**src/mcj_pkg.sv**
```systemverilog
// Purpose: shared constants and carrier types for the conditional jump decoder
// Assumes: 16-bit instruction words, one code address per word
// Notes: register offsets are byte addresses on a 32-bit Avalon-MM slave
package mcj_pkg;

	// ------------------------------------------------------------------
	// widths
	// ------------------------------------------------------------------
	localparam int PC_W = 10;
	localparam int INSTR_W = 16;
	localparam int START_W = 6;
	localparam int OFFS_W = 5;

	// ------------------------------------------------------------------
	// instruction encodings and field positions
	// ------------------------------------------------------------------
	localparam logic [9:0] ID_REL_OPCODE = 10'h0bd; // bits 15..6 = 0010111101
	localparam int ID_REL_OPC_LSB = 6;
	localparam int ID_REL_SEL_BIT = 5;
	localparam int ID_REL_OFFS_LSB = 0;
	localparam logic [4:0] ST_ABS_OPCODE = 5'h07; // bits 15..11 = 00111
	localparam int ST_ABS_OPC_LSB = 11;
	localparam logic [3:0] ST_ABS_TAIL = 4'h1; // bits 3..0 = 0001
	localparam int ST_ABS_MASK_LSB = 5;
	localparam int ST_ABS_REG_BIT = 4;

	// ------------------------------------------------------------------
	// register map
	// ------------------------------------------------------------------
	localparam logic [3:0] OFS_JUMP_REG0 = 4'h0;
	localparam logic [3:0] OFS_JUMP_REG1 = 4'h4;
	localparam logic [3:0] OFS_CONTROL = 4'h8;
	localparam logic [3:0] OFS_STATUS = 4'hc;
	localparam int CTRL_ENABLE_BIT = 0;
	localparam int STAT_TAKEN_BIT = 0;
	localparam int STAT_ID_BIT = 1;
	localparam int STAT_START_BIT = 2;
	localparam int STAT_PC_LSB = 16;

	// ------------------------------------------------------------------
	// reset values
	// ------------------------------------------------------------------
	localparam logic [PC_W-1:0] JUMP_REG_RESET = 10'h000;
	localparam logic CTRL_ENABLE_RESET = 1'b1;
	localparam logic [PC_W-1:0] PC_RESET = 10'h000;

	// ------------------------------------------------------------------
	// carrier types
	// ------------------------------------------------------------------
	typedef struct packed {
		logic is_id_jump;
		logic is_start_jump;
		logic taken;
		logic [PC_W-1:0] next_pc;
	} mcj_decision_type;

	typedef struct packed {
		logic valid;
		logic taken;
		logic [PC_W-1:0] pc;
	} mcj_pc_type;

endpackage : mcj_pkg

```
**src/mcj_jump_eval.sv**
```systemverilog
// Purpose: combinational decode and condition check of the two jumps
// Assumes: all inputs are on the core clock and stable within the cycle
// Notes: any other word yields the sequential address with taken low
`timescale 1ns/1ps
module mcj_jump_eval (
	// instruction under execution
	input wire logic [mcj_pkg::INSTR_W-1:0] instr_word,
	input wire logic [mcj_pkg::PC_W-1:0] instr_addr,
	// core state
	input wire logic core_id,
	input wire logic [mcj_pkg::START_W-1:0] start_latched,
	input wire logic [mcj_pkg::PC_W-1:0] jump_reg0,
	input wire logic [mcj_pkg::PC_W-1:0] jump_reg1,
	input wire logic enable,
	// result
	output mcj_pkg::mcj_decision_type decision
);

	logic id_hit;
	logic st_hit;
	logic id_cond;
	logic st_cond;
	logic [mcj_pkg::OFFS_W-1:0] offs;
	logic [mcj_pkg::START_W-1:0] start_mask_selector;
	logic core_identity_selector;
	logic jump_register_select;
	logic [mcj_pkg::PC_W-1:0] rel_target;
	logic [mcj_pkg::PC_W-1:0] abs_target;

	// field extraction and pattern match
	always_comb begin
		id_hit = instr_word[mcj_pkg::INSTR_W-1:mcj_pkg::ID_REL_OPC_LSB]
			== mcj_pkg::ID_REL_OPCODE;
		st_hit = (instr_word[mcj_pkg::INSTR_W-1:mcj_pkg::ST_ABS_OPC_LSB]
			== mcj_pkg::ST_ABS_OPCODE) && (instr_word[3:0] == mcj_pkg::ST_ABS_TAIL);
		core_identity_selector = instr_word[mcj_pkg::ID_REL_SEL_BIT];
		offs = instr_word[mcj_pkg::ID_REL_OFFS_LSB +: mcj_pkg::OFFS_W];
		start_mask_selector = instr_word[mcj_pkg::ST_ABS_MASK_LSB +: mcj_pkg::START_W];
		jump_register_select = instr_word[mcj_pkg::ST_ABS_REG_BIT];
	end

	// conditions: selector 0 wants core 0, selector 1 wants core 1
	always_comb begin
		id_cond = (core_identity_selector == core_id);
		st_cond = (start_latched == start_mask_selector);
	end

	// targets; offset sign-extended so -16..15 wraps correctly
	always_comb begin
		rel_target = instr_addr + {{(mcj_pkg::PC_W-mcj_pkg::OFFS_W){offs[4]}}, offs};
		abs_target = jump_register_select ? jump_reg1 : jump_reg0;
	end

	// pick the next counter value
	always_comb begin
		decision.is_id_jump = id_hit;
		decision.is_start_jump = st_hit;
		decision.taken = 1'b0;
		decision.next_pc = instr_addr + 10'h001;
		if (enable && id_hit && id_cond) begin
			decision.taken = 1'b1;
			decision.next_pc = rel_target;
		end else if (enable && st_hit && st_cond) begin
			decision.taken = 1'b1;
			decision.next_pc = abs_target;
		end
	end

endmodule : mcj_jump_eval

```
**src/mcj_decode_top.sv**
```systemverilog
// Purpose: conditional jump decoder between code fetch and program counter
// Assumes: fetch, start latches and core id all run on ref_clk
// Notes: registers reached over Avalon-MM, one wait state per access
//   status is read only; writes to it and to unmapped offsets are dropped
//   clearing the enable bit turns every jump into a plain step
//
// The register addresses and the Avalon-MM interface to the registers were chosen for this implementation.
`timescale 1ns/1ps
module mcj_decode_top (
	// clock and reset
	input wire logic ref_clk,
	input wire logic resetn,
	// instruction fetch
	input wire logic instr_valid,
	input wire logic [mcj_pkg::INSTR_W-1:0] instr_word,
	input wire logic [mcj_pkg::PC_W-1:0] instr_addr,
	// core state
	input wire logic core_id,
	input wire logic [mcj_pkg::START_W-1:0] start_latched,
	// program counter load
	output logic pc_load,
	output logic pc_taken,
	output logic [mcj_pkg::PC_W-1:0] core_program_counter,
	// avalon-mm slave
	input wire logic [3:0] avs_address,
	input wire logic avs_read,
	input wire logic avs_write,
	input wire logic [31:0] avs_writedata,
	input wire logic [3:0] avs_byteenable,
	output logic [31:0] avs_readdata,
	output logic avs_waitrequest
);

	mcj_pkg::mcj_decision_type decision;
	mcj_pkg::mcj_pc_type pc_q;
	mcj_pkg::mcj_pc_type pc_d;
	logic [mcj_pkg::PC_W-1:0] jreg0_q;
	logic [mcj_pkg::PC_W-1:0] jreg0_d;
	logic [mcj_pkg::PC_W-1:0] jreg1_q;
	logic [mcj_pkg::PC_W-1:0] jreg1_d;
	logic enable_q;
	logic enable_d;
	logic last_taken_q;
	logic last_taken_d;
	logic last_id_q;
	logic last_id_d;
	logic last_start_q;
	logic last_start_d;
	logic ack_q;
	logic ack_d;
	logic [31:0] rdata_q;
	logic [31:0] rdata_d;
	logic bus_req;
	logic wr_go;

	// ------------------------------------------------------------------
	// helpers
	// ------------------------------------------------------------------

	// byte-lane merge for a jump register; lanes 2 and 3 carry nothing
	function automatic logic [mcj_pkg::PC_W-1:0] lane_merge(
		input logic [mcj_pkg::PC_W-1:0] old_val,
		input logic [31:0] wdata,
		input logic [3:0] be
	);
		logic [mcj_pkg::PC_W-1:0] merged;
		merged = old_val;
		if (be[0]) merged[7:0] = wdata[7:0];
		if (be[1]) merged[mcj_pkg::PC_W-1:8] = wdata[mcj_pkg::PC_W-1:8];
		return merged;
	endfunction : lane_merge

	// ------------------------------------------------------------------
	// jump decision
	// ------------------------------------------------------------------

	mcj_jump_eval u_eval (
		.instr_word(instr_word),
		.instr_addr(instr_addr),
		.core_id(core_id),
		.start_latched(start_latched),
		.jump_reg0(jreg0_q),
		.jump_reg1(jreg1_q),
		.enable(enable_q),
		.decision(decision)
	);

	// counter load; registered so the fetch sees a clean value next cycle
	always_comb begin
		pc_d.valid = instr_valid;
		pc_d.taken = instr_valid & decision.taken;
		pc_d.pc = instr_valid ? decision.next_pc : pc_q.pc;
	end

	always_ff @(posedge ref_clk or negedge resetn) begin
		if (!resetn) begin
			pc_q <= '{valid: 1'b0, taken: 1'b0, pc: mcj_pkg::PC_RESET};
		end else begin
			pc_q <= pc_d;
		end
	end

	// outputs come straight off the flops, no logic behind the register
	assign pc_load = pc_q.valid;
	assign pc_taken = pc_q.taken;
	assign core_program_counter = pc_q.pc;

	// ------------------------------------------------------------------
	// observed decode status
	// ------------------------------------------------------------------

	// status only moves on a recognised jump, so plain words leave it alone
	always_comb begin
		last_taken_d = last_taken_q;
		last_id_d = last_id_q;
		last_start_d = last_start_q;
		if (instr_valid && (decision.is_id_jump || decision.is_start_jump)) begin
			last_taken_d = decision.taken;
			last_id_d = decision.is_id_jump;
			last_start_d = decision.is_start_jump;
		end
	end

	// status flops; only reset clears them, the bus cannot
	always_ff @(posedge ref_clk or negedge resetn) begin
		if (!resetn) begin
			last_taken_q <= 1'b0;
			last_id_q <= 1'b0;
			last_start_q <= 1'b0;
		end else begin
			last_taken_q <= last_taken_d;
			last_id_q <= last_id_d;
			last_start_q <= last_start_d;
		end
	end

	// ------------------------------------------------------------------
	// avalon-mm slave
	// ------------------------------------------------------------------

	// one wait state: first cycle stalls and prepares read data
	// a request held past its answer is served again after a fresh wait
	assign bus_req = avs_read | avs_write;
	assign wr_go = avs_write & ack_q;
	assign avs_waitrequest = bus_req & ~ack_q;
	assign avs_readdata = rdata_q;

	// read mux; unmapped offsets read zero
	always_comb begin
		ack_d = bus_req & ~ack_q;
		rdata_d = rdata_q;
		if (avs_read && !ack_q) begin
			rdata_d = 32'h0000_0000;
			case (avs_address)
				mcj_pkg::OFS_JUMP_REG0: rdata_d[mcj_pkg::PC_W-1:0] = jreg0_q;
				mcj_pkg::OFS_JUMP_REG1: rdata_d[mcj_pkg::PC_W-1:0] = jreg1_q;
				mcj_pkg::OFS_CONTROL: rdata_d[mcj_pkg::CTRL_ENABLE_BIT] = enable_q;
				mcj_pkg::OFS_STATUS: begin
					rdata_d[mcj_pkg::STAT_TAKEN_BIT] = last_taken_q;
					rdata_d[mcj_pkg::STAT_ID_BIT] = last_id_q;
					rdata_d[mcj_pkg::STAT_START_BIT] = last_start_q;
					rdata_d[mcj_pkg::STAT_PC_LSB +: mcj_pkg::PC_W] = pc_q.pc;
				end
				default: rdata_d = 32'h0000_0000;
			endcase
		end
	end

	// writes land on the edge where waitrequest is low; lanes 0 and 1 only
	always_comb begin
		jreg0_d = jreg0_q;
		jreg1_d = jreg1_q;
		enable_d = enable_q;
		if (wr_go) begin
			case (avs_address)
				mcj_pkg::OFS_JUMP_REG0: begin
					jreg0_d = lane_merge(jreg0_q, avs_writedata, avs_byteenable);
				end
				mcj_pkg::OFS_JUMP_REG1: begin
					jreg1_d = lane_merge(jreg1_q, avs_writedata, avs_byteenable);
				end
				mcj_pkg::OFS_CONTROL: begin
					if (avs_byteenable[0]) enable_d = avs_writedata[mcj_pkg::CTRL_ENABLE_BIT];
				end
				default: enable_d = enable_q;
			endcase
		end
	end

	// handshake flops; reset drops any half-served request
	always_ff @(posedge ref_clk or negedge resetn) begin
		if (!resetn) begin
			ack_q <= 1'b0;
			rdata_q <= 32'h0000_0000;
		end else begin
			ack_q <= ack_d;
			rdata_q <= rdata_d;
		end
	end

	// software-set registers; enable resets high so code runs at once
	always_ff @(posedge ref_clk or negedge resetn) begin
		if (!resetn) begin
			jreg0_q <= mcj_pkg::JUMP_REG_RESET;
			jreg1_q <= mcj_pkg::JUMP_REG_RESET;
			enable_q <= mcj_pkg::CTRL_ENABLE_RESET;
		end else begin
			jreg0_q <= jreg0_d;
			jreg1_q <= jreg1_d;
			enable_q <= enable_d;
		end
	end

endmodule : mcj_decode_top

```
**config.mk**
```make
export PLATFORM = sky130hd
export DESIGN_NAME = mcj_decode_top
export DESIGN_NICKNAME = d
export VERILOG_FILES = /design/src/mcj_pkg.sv /design/src/mcj_jump_eval.sv /design/src/mcj_decode_top.sv
export SDC_FILE = /design/constraint.sdc
export NUM_CORES = 1
export LEC_CHECK = 0
export BUFFER_PORTS_ARGS = -buffer_cell sky130_fd_sc_hd__buf_2
export CORE_UTILIZATION = 54
export DETAILED_ROUTE_END_ITERATION = 10
export HOLD_SLACK_MARGIN = 0.03
export PLACE_DENSITY = 0.87
export SYNTH_ARGS = -nofsm -noshare
export SYNTH_HDL_FRONTEND = slang
export SYNTH_SLANG_ARGS = --single-unit
```
**constraint.sdc**
```tcl
create_clock -name ref_clk -period 2.6 [get_ports ref_clk]
set_input_delay 0.26 -clock ref_clk [delete_from_list [all_inputs] [get_ports ref_clk]]
set_output_delay 0.26 -clock ref_clk [all_outputs]
set_load 0.03 [all_outputs]
```
; Yosys cells after proc, flatten, opt, wreduce, memory -nomap -nowiden
; Index checks and enable logic that the tools add are counted.
[classes]
add_sub_neg = 2
eq_ne = 8
muxes = 7
bitwise = 5
reduce_logical = 15
[op_table]
columns = cell, count
row1 = $mux W11, 2
row2 = $mux W10, 2
row3 = $reduce_and A3 Y1, 5
row4 = $pmux W7 S2, 1
row5 = $add A10 B1 Y10 const B, 1
row6 = $add A10 B10 Y10, 1
row7 = $eq A10 B8 Y1 const B, 1
row8 = $eq A4 B4 Y1 const B, 2
row9 = $logic_and A1 B1 Y1, 7
row10 = $eq A6 B6 Y1, 1
row11 = $pmux W2 S3, 1
row12 = $eq A5 B3 Y1 const B, 1
row13 = $eq A4 B1 Y1 const B, 1
row14 = $eq A4 B3 Y1 const B, 1
row15 = $logic_not A4 Y1, 1
row16 = $pmux W1 S4, 1
row17 = $and A1 B1 Y1, 3
row18 = $eq A1 B1 Y1, 1
row19 = $logic_not A1 Y1, 1
row20 = $logic_or A1 B1 Y1, 1
row21 = $not A1 Y1, 1
row22 = $or A1 B1 Y1, 1
[totals]
ff_bits = 57
inputBits = 78
out_inout_bits = 45
wordCells = 50

; Longest topological paths before layout
[logic_depth]
ltp_word = 7
ltp_mapped = 9
mapped_depth_nobuf = 9

; By module
; Synthesis repeated with hierarchy kept, for this count alone.
[unflattened]
hier_cells = 303
hier_area_um2 = 3499.6
[modules_own_cells]
columns = module, instances, cells_per_inst, area_per_inst_um2, seq_area_each_um2
row1 = mcj_decode_top, 1, 177, 2393.5, 1427.6
row2 = mcj_jump_eval, 1, 126, 1106.1, 0.0

; Least setup slack after synthesis
; Ideal clock, no wire load.
[synth_timing]
kind = in2reg
from = input port instr_word[15] (netlist bit)
to = register pc_q, in the netlist core_program_counter[9]
t_arrival_ps = 1695
t_required_ps = 2471
setup_slack_ps = 777
cell_stages = 7
path_buffers = 1
cell_sequence = and4bb_2 -> nand2_4 -> or4_4 -> buf_6 -> mux2i_1 -> a31oi_1 -> o21ai_0
[synth_via]
elab_chain_len = 6
elab_cells_between_ends = 9
classes_between = 2 x eq/ne / 2 x mux / 5 x reduce/logical
[synth_lines]
columns = item, line_no
row1 = from (decl), mcj_decode_top.sv:15  ; input wire logic [mcj_pkg::INSTR_W-1:0] instr_word,
row2 = $eq A5 B3 Y1, mcj_jump_eval.sv:35  ; == mcj_pkg::ST_ABS_OPCODE) && (instr_word[3:0] == mcj_pkg::ST_ABS_TAIL);
row3 = $logic_and A1 B1 Y1, mcj_jump_eval.sv:35
row4 = $logic_and A1 B1 Y1 (2 in a row), mcj_jump_eval.sv:63  ; end else if (enable && st_hit && st_cond) begin
row5 = $mux W11, mcj_jump_eval.sv:63
row6 = $mux W11 (*), mcj_jump_eval.sv:60  ; if (enable && id_hit && id_cond) begin
row7 = to (signal assigned), mcj_decode_top.sv:97  ; pc_q <= '{valid: 1'b0, taken: 1'b0, pc: mcj_pkg::PC_RESET};
row8 = to (signal assigned), mcj_decode_top.sv:99  ; pc_q <= pc_d;
row9 = to (decl), mcj_decode_top.sv:35  ; mcj_pkg::mcj_pc_type pc_q;
; Every way passes the cells marked *; elsewhere a longest branch is shown, timed or not.
; A chain may end at the register's enable or synchronous reset.

; Worst setup path in the final report
[layout_timing]
from = register enable_q
to = register pc_q, in the netlist core_program_counter[1]
[layout_via]
elab_chain_len = 4
elab_cells_between_ends = 6
classes_between = 2 x mux / 4 x reduce/logical
[layout_lines]
columns = item, line_no
row1 = from (decl), mcj_decode_top.sv:41  ; logic enable_q;
row2 = from (signal assigned), mcj_decode_top.sv:206  ; enable_q <= mcj_pkg::CTRL_ENABLE_RESET;
row3 = from (signal assigned), mcj_decode_top.sv:210  ; enable_q <= enable_d;
row4 = $logic_and A1 B1 Y1 (2 in a row), mcj_jump_eval.sv:63
row5 = $mux W11, mcj_jump_eval.sv:63
row6 = $mux W11 (*), mcj_jump_eval.sv:60
; Marks and branches as above.

==> results.rst <==
.. list-table::
   :header-rows: 1

   * - Metric
     - Value
   * - Run status
     - finished, final reports clean
   * - Clock buffer count from CTS
     - 9
   * - Crit-path slowest cell
     - or4_4
   * - CP startpoint
     - enable_q
   * - Final Cycle Share
     - 77.0%
   * - Origin of the worst min-delay path
     - avs_writedata[2]
   * - Vias in the first global route
     - 2690
   * - Number of synthesized flops with an enable pin
     - 0
   * - Congestion Overflow GR
     - 0
   * - Final HPWL from detailed placement
     - 6130 um
   * - Initial core utilization
     - 56.5%
   * - Count of fill cells added during filler insertion
     - 476
   * - Via count normalized by instance count
     - 5.65
   * - Most frequent cell on the critical path
     - a21oi_1
   * - Data required time of the critical path
     - 2790 ps
   * - Via count
     - 2836
   * - Worst path cell trace
     - nand2_4 > or4_4 > mux2_2 > a21oi_1 > a21oi_1
   * - Placed instance area
     - 3820 um2
   * - Syn Std Cell Area
     - 3360 um2
   * - Ranking of synthesized cells by area
     - dfrtp_1 42%, mux2_2 9.7%, mux2i_1 4.5%, xnor2_1 3.9%, nor2_1 3.8%
   * - CP startpoint kind
     - flop
   * - TritonCTS Sinks
     - 57
   * - Worst slew pin tran
     - 867 ps
   * - Post-layout minimum cycle time
     - 2000 ps
   * - Share of synthesized flip-flops with an asynchronous set or reset
     - 100%
   * - Worst ir drop on vdd
     - 0.000449 V
   * - Antenna violations before repair
     - 0
   * - Worst skew pair latency
     - 330 ps
   * - Portion of the post-synthesis area used by sequential elements
     - 42.4%
   * - PD cells
     - 600 nW/um2
   * - Post-CTS setup-driven buffer insertion count
     - 0
   * - Layout overhead on the synthesized area
     - 19.6%
   * - Largest area contributor in the netlist
     - dfrtp_1
   * - Count of pins over their slew limit
     - 0
   * - Layout net count
     - 511
   * - Relative slew slack
     - 41.8%
   * - Largest net degree at the start of global routing
     - 25
   * - # H-tree levels
     - 3
   * - Worst hold path class
     - primary input to flop
   * - Number of design-rule violations left by the first detailed-router iteration
     - 133
   * - Global-route wire length before repair
     - 12300 um
   * - Max Freq
     - 499 MHz
   * - IO Port Bufs
     - 86
   * - Die area
     - 6550 um2
   * - Crit path kind
     - flop to flop
   * - Predominant post-synthesis flop cell
     - dfrtp_1
   * - Number of top-level pins
     - 123
   * - Core outline area
     - 5960 um2
   * - Synthesized netlist cell count
     - 330
   * - YS warnings
     - 0
   * - Cell area after layout
     - 4020 um2
   * - Final-layout worst hold slack
     - 173 ps
   * - Clock transition at the registers of the reported paths
     - 70 ps
   * - Global routing usage summed across all routing layers
     - 25.4%
   * - Final Skew
     - 9.29 ps
   * - Final-layout setup total negative slack
     - 0 ps
   * - Final setup fails
     - 0
   * - N_diodes
     - 0
   * - Register-to-register setup slack
     - 600 ps
   * - Element type at the critical path end
     - flop
   * - Number of iterations in the first detailed-routing pass
     - 4
   * - CTS-repair resized insts
     - 0
   * - Area taken by flip-flops and latches
     - 1430 um2
   * - Number of standard-cell rows in the floorplan
     - 28
   * - Area of the multi-input gates
     - 1790 um2
   * - Final hold violations
     - 0
   * - Reg2reg start
     - enable_q
   * - Setup repair after global routing missed its margin
     - no
   * - Total Wirelength
     - 7890 um
   * - Routed WL per cell
     - 15.7 um
   * - Post-DRT Antenna Nets
     - 0
   * - Share of the synthesized area in the top cell type
     - 41.7%
   * - Remaining DRCs
     - 0
   * - Horiz. Die Dim
     - 80.9 um
   * - Placer congestion estimate
     - 0.861
   * - Layout cell share with drive strength beyond 1
     - 34.9%
   * - Root cell of the clock tree
     - clkbuf_8
   * - Largest incremental delay on the critical path
     - 650 ps
   * - Post-synth top cells
     - 56 x dfrtp_1, 34 x nor2_1, 29 x mux2_2, 27 x nand2_1
   * - Max FO, Critical Path
     - 12
   * - Maximum count of clock buffers along a single path
     - 2
   * - Height of the die
     - 80.9 um
   * - Max Cap Viol
     - 0
   * - Most instantiated library cell after synthesis
     - dfrtp_1
   * - Number of unique standard cell types used by synthesis
     - 50
   * - #FFs+latches synth
     - 57
   * - Syn Area/Cell
     - 10.2 um2
   * - CTS tree
     - done
   * - Crit path DAT
     - 2200 ps
   * - Leakage
     - 2.03 nW
## sequential cells by signal (all words and copies together), names as in the netlist
register and flops:
avs_readdata 20, core_program_counter 10, jreg0_q 10, jreg1_q 10
ack_q 1, enable_q 1, last_id_q 1, last_start_q 1
last_taken_q 1, pc_load 1, pc_taken 1
## routing by layer
metal	wire, um	global-route usage [%]	up-vias
li1	-	-	1358
met1	3360	31.3	1350
met2	3820	42.8	110
met3	514	5.39	18
met4	193	10.7	0
met5	0	0	-
## logic make-up (layout without fill, tap and decap cells)
logic type | count (synthesis) | after routing | share of synthesized area [%]
xor+xnor | 20 | 20 | 5.21
buf+inv | 32 | 118 | 5.69
simple gates | 108 | 108 | 15.7
compound gates | 56 | 56 | 11.7
other cells | 1 | 12 | 0.112
fa+ha+maj | 11 | 11 | 4.32
flops | 57 | 57 | 42.4
mux | 45 | 45 | 14.8
## per-stage QoR
| step | total power, mW | utilization (%) | instances | setup WS [ps] |
|---|---|---|---|---|
| final | 2.41 | 67.5 | 502 | 597 |
| after floorplan | 1.44 | - | 341 | 777 |
| after detailed placement | 1.62 | 64.1 | 485 | 455 |
| after CTS | 2.42 | 67.5 | 502 | 597 |
| after global placement | 1.59 | 64.1 | 485 | 519 |
| after global routing | 2.51 | 67.5 | 502 | 543 |
## worst paths after layout
path,endpoint,cells past startpoint
setup / recovery,core_program_counter[1],5
max in group asynchronous,jreg1_q[5],3
min in group asynchronous,jreg0_q[2],2
hold / removal,jreg0_q[2],2
hold reg to reg,avs_readdata[0],2
setup reg to reg,core_program_counter[1],5
## layout by cell type, fill, tap and decap left out, drive strengths merged, types with 3 or more instances in the layout
cell type   n
a31oi       5
buf        92
nand2      28
a21oi      12
o21ai       7
nor2       35
o21a        4
clkinv      4
ha         10
nand3      14
a221oi      7
conb       12
a22o       10
nor3       10
xor2        5
mux2       29
clkbuf     10
mux2i      15
nor2b       3
nor4        4
xnor2      15
inv         9
dfrtp      56
o211ai      3
## critical path, delay by kind of cell (launching register included)
kind | cells | cell delay [ps]
AND/OR/NAND/NOR | 2 | 710
flip-flops | 1 | 570
AO/OA/AOI/OAI | 2 | 260
multiplexers | 1 | 310
## layout make-up
class	count	share of cell area [%]
Tap cell	75	2.33
Inverter	9	0.840
Timing Repair Buffer	93	12.1
Clock inverter	6	1.43
Clock buffer	10	3.42
Sequential cell	57	35.5
Multi-Input combinational cell	252	44.4
## report_power, final
| part | switching [mW] | total [mW] | internal [mW] |
|---|---|---|---|
| clock network | 0.343 | 0.804 | 0.461 |
| registers | 0.0716 | 1.05 | 0.981 |
| logic | 0.339 | 0.557 | 0.219 |
## what timing repair did
item,CTS,global route
hold endpoints to repair,19,0
setup endpoints to repair,0,0
hold buffers,1,0
No activity file was read; power rests on OpenSTA's default activity.
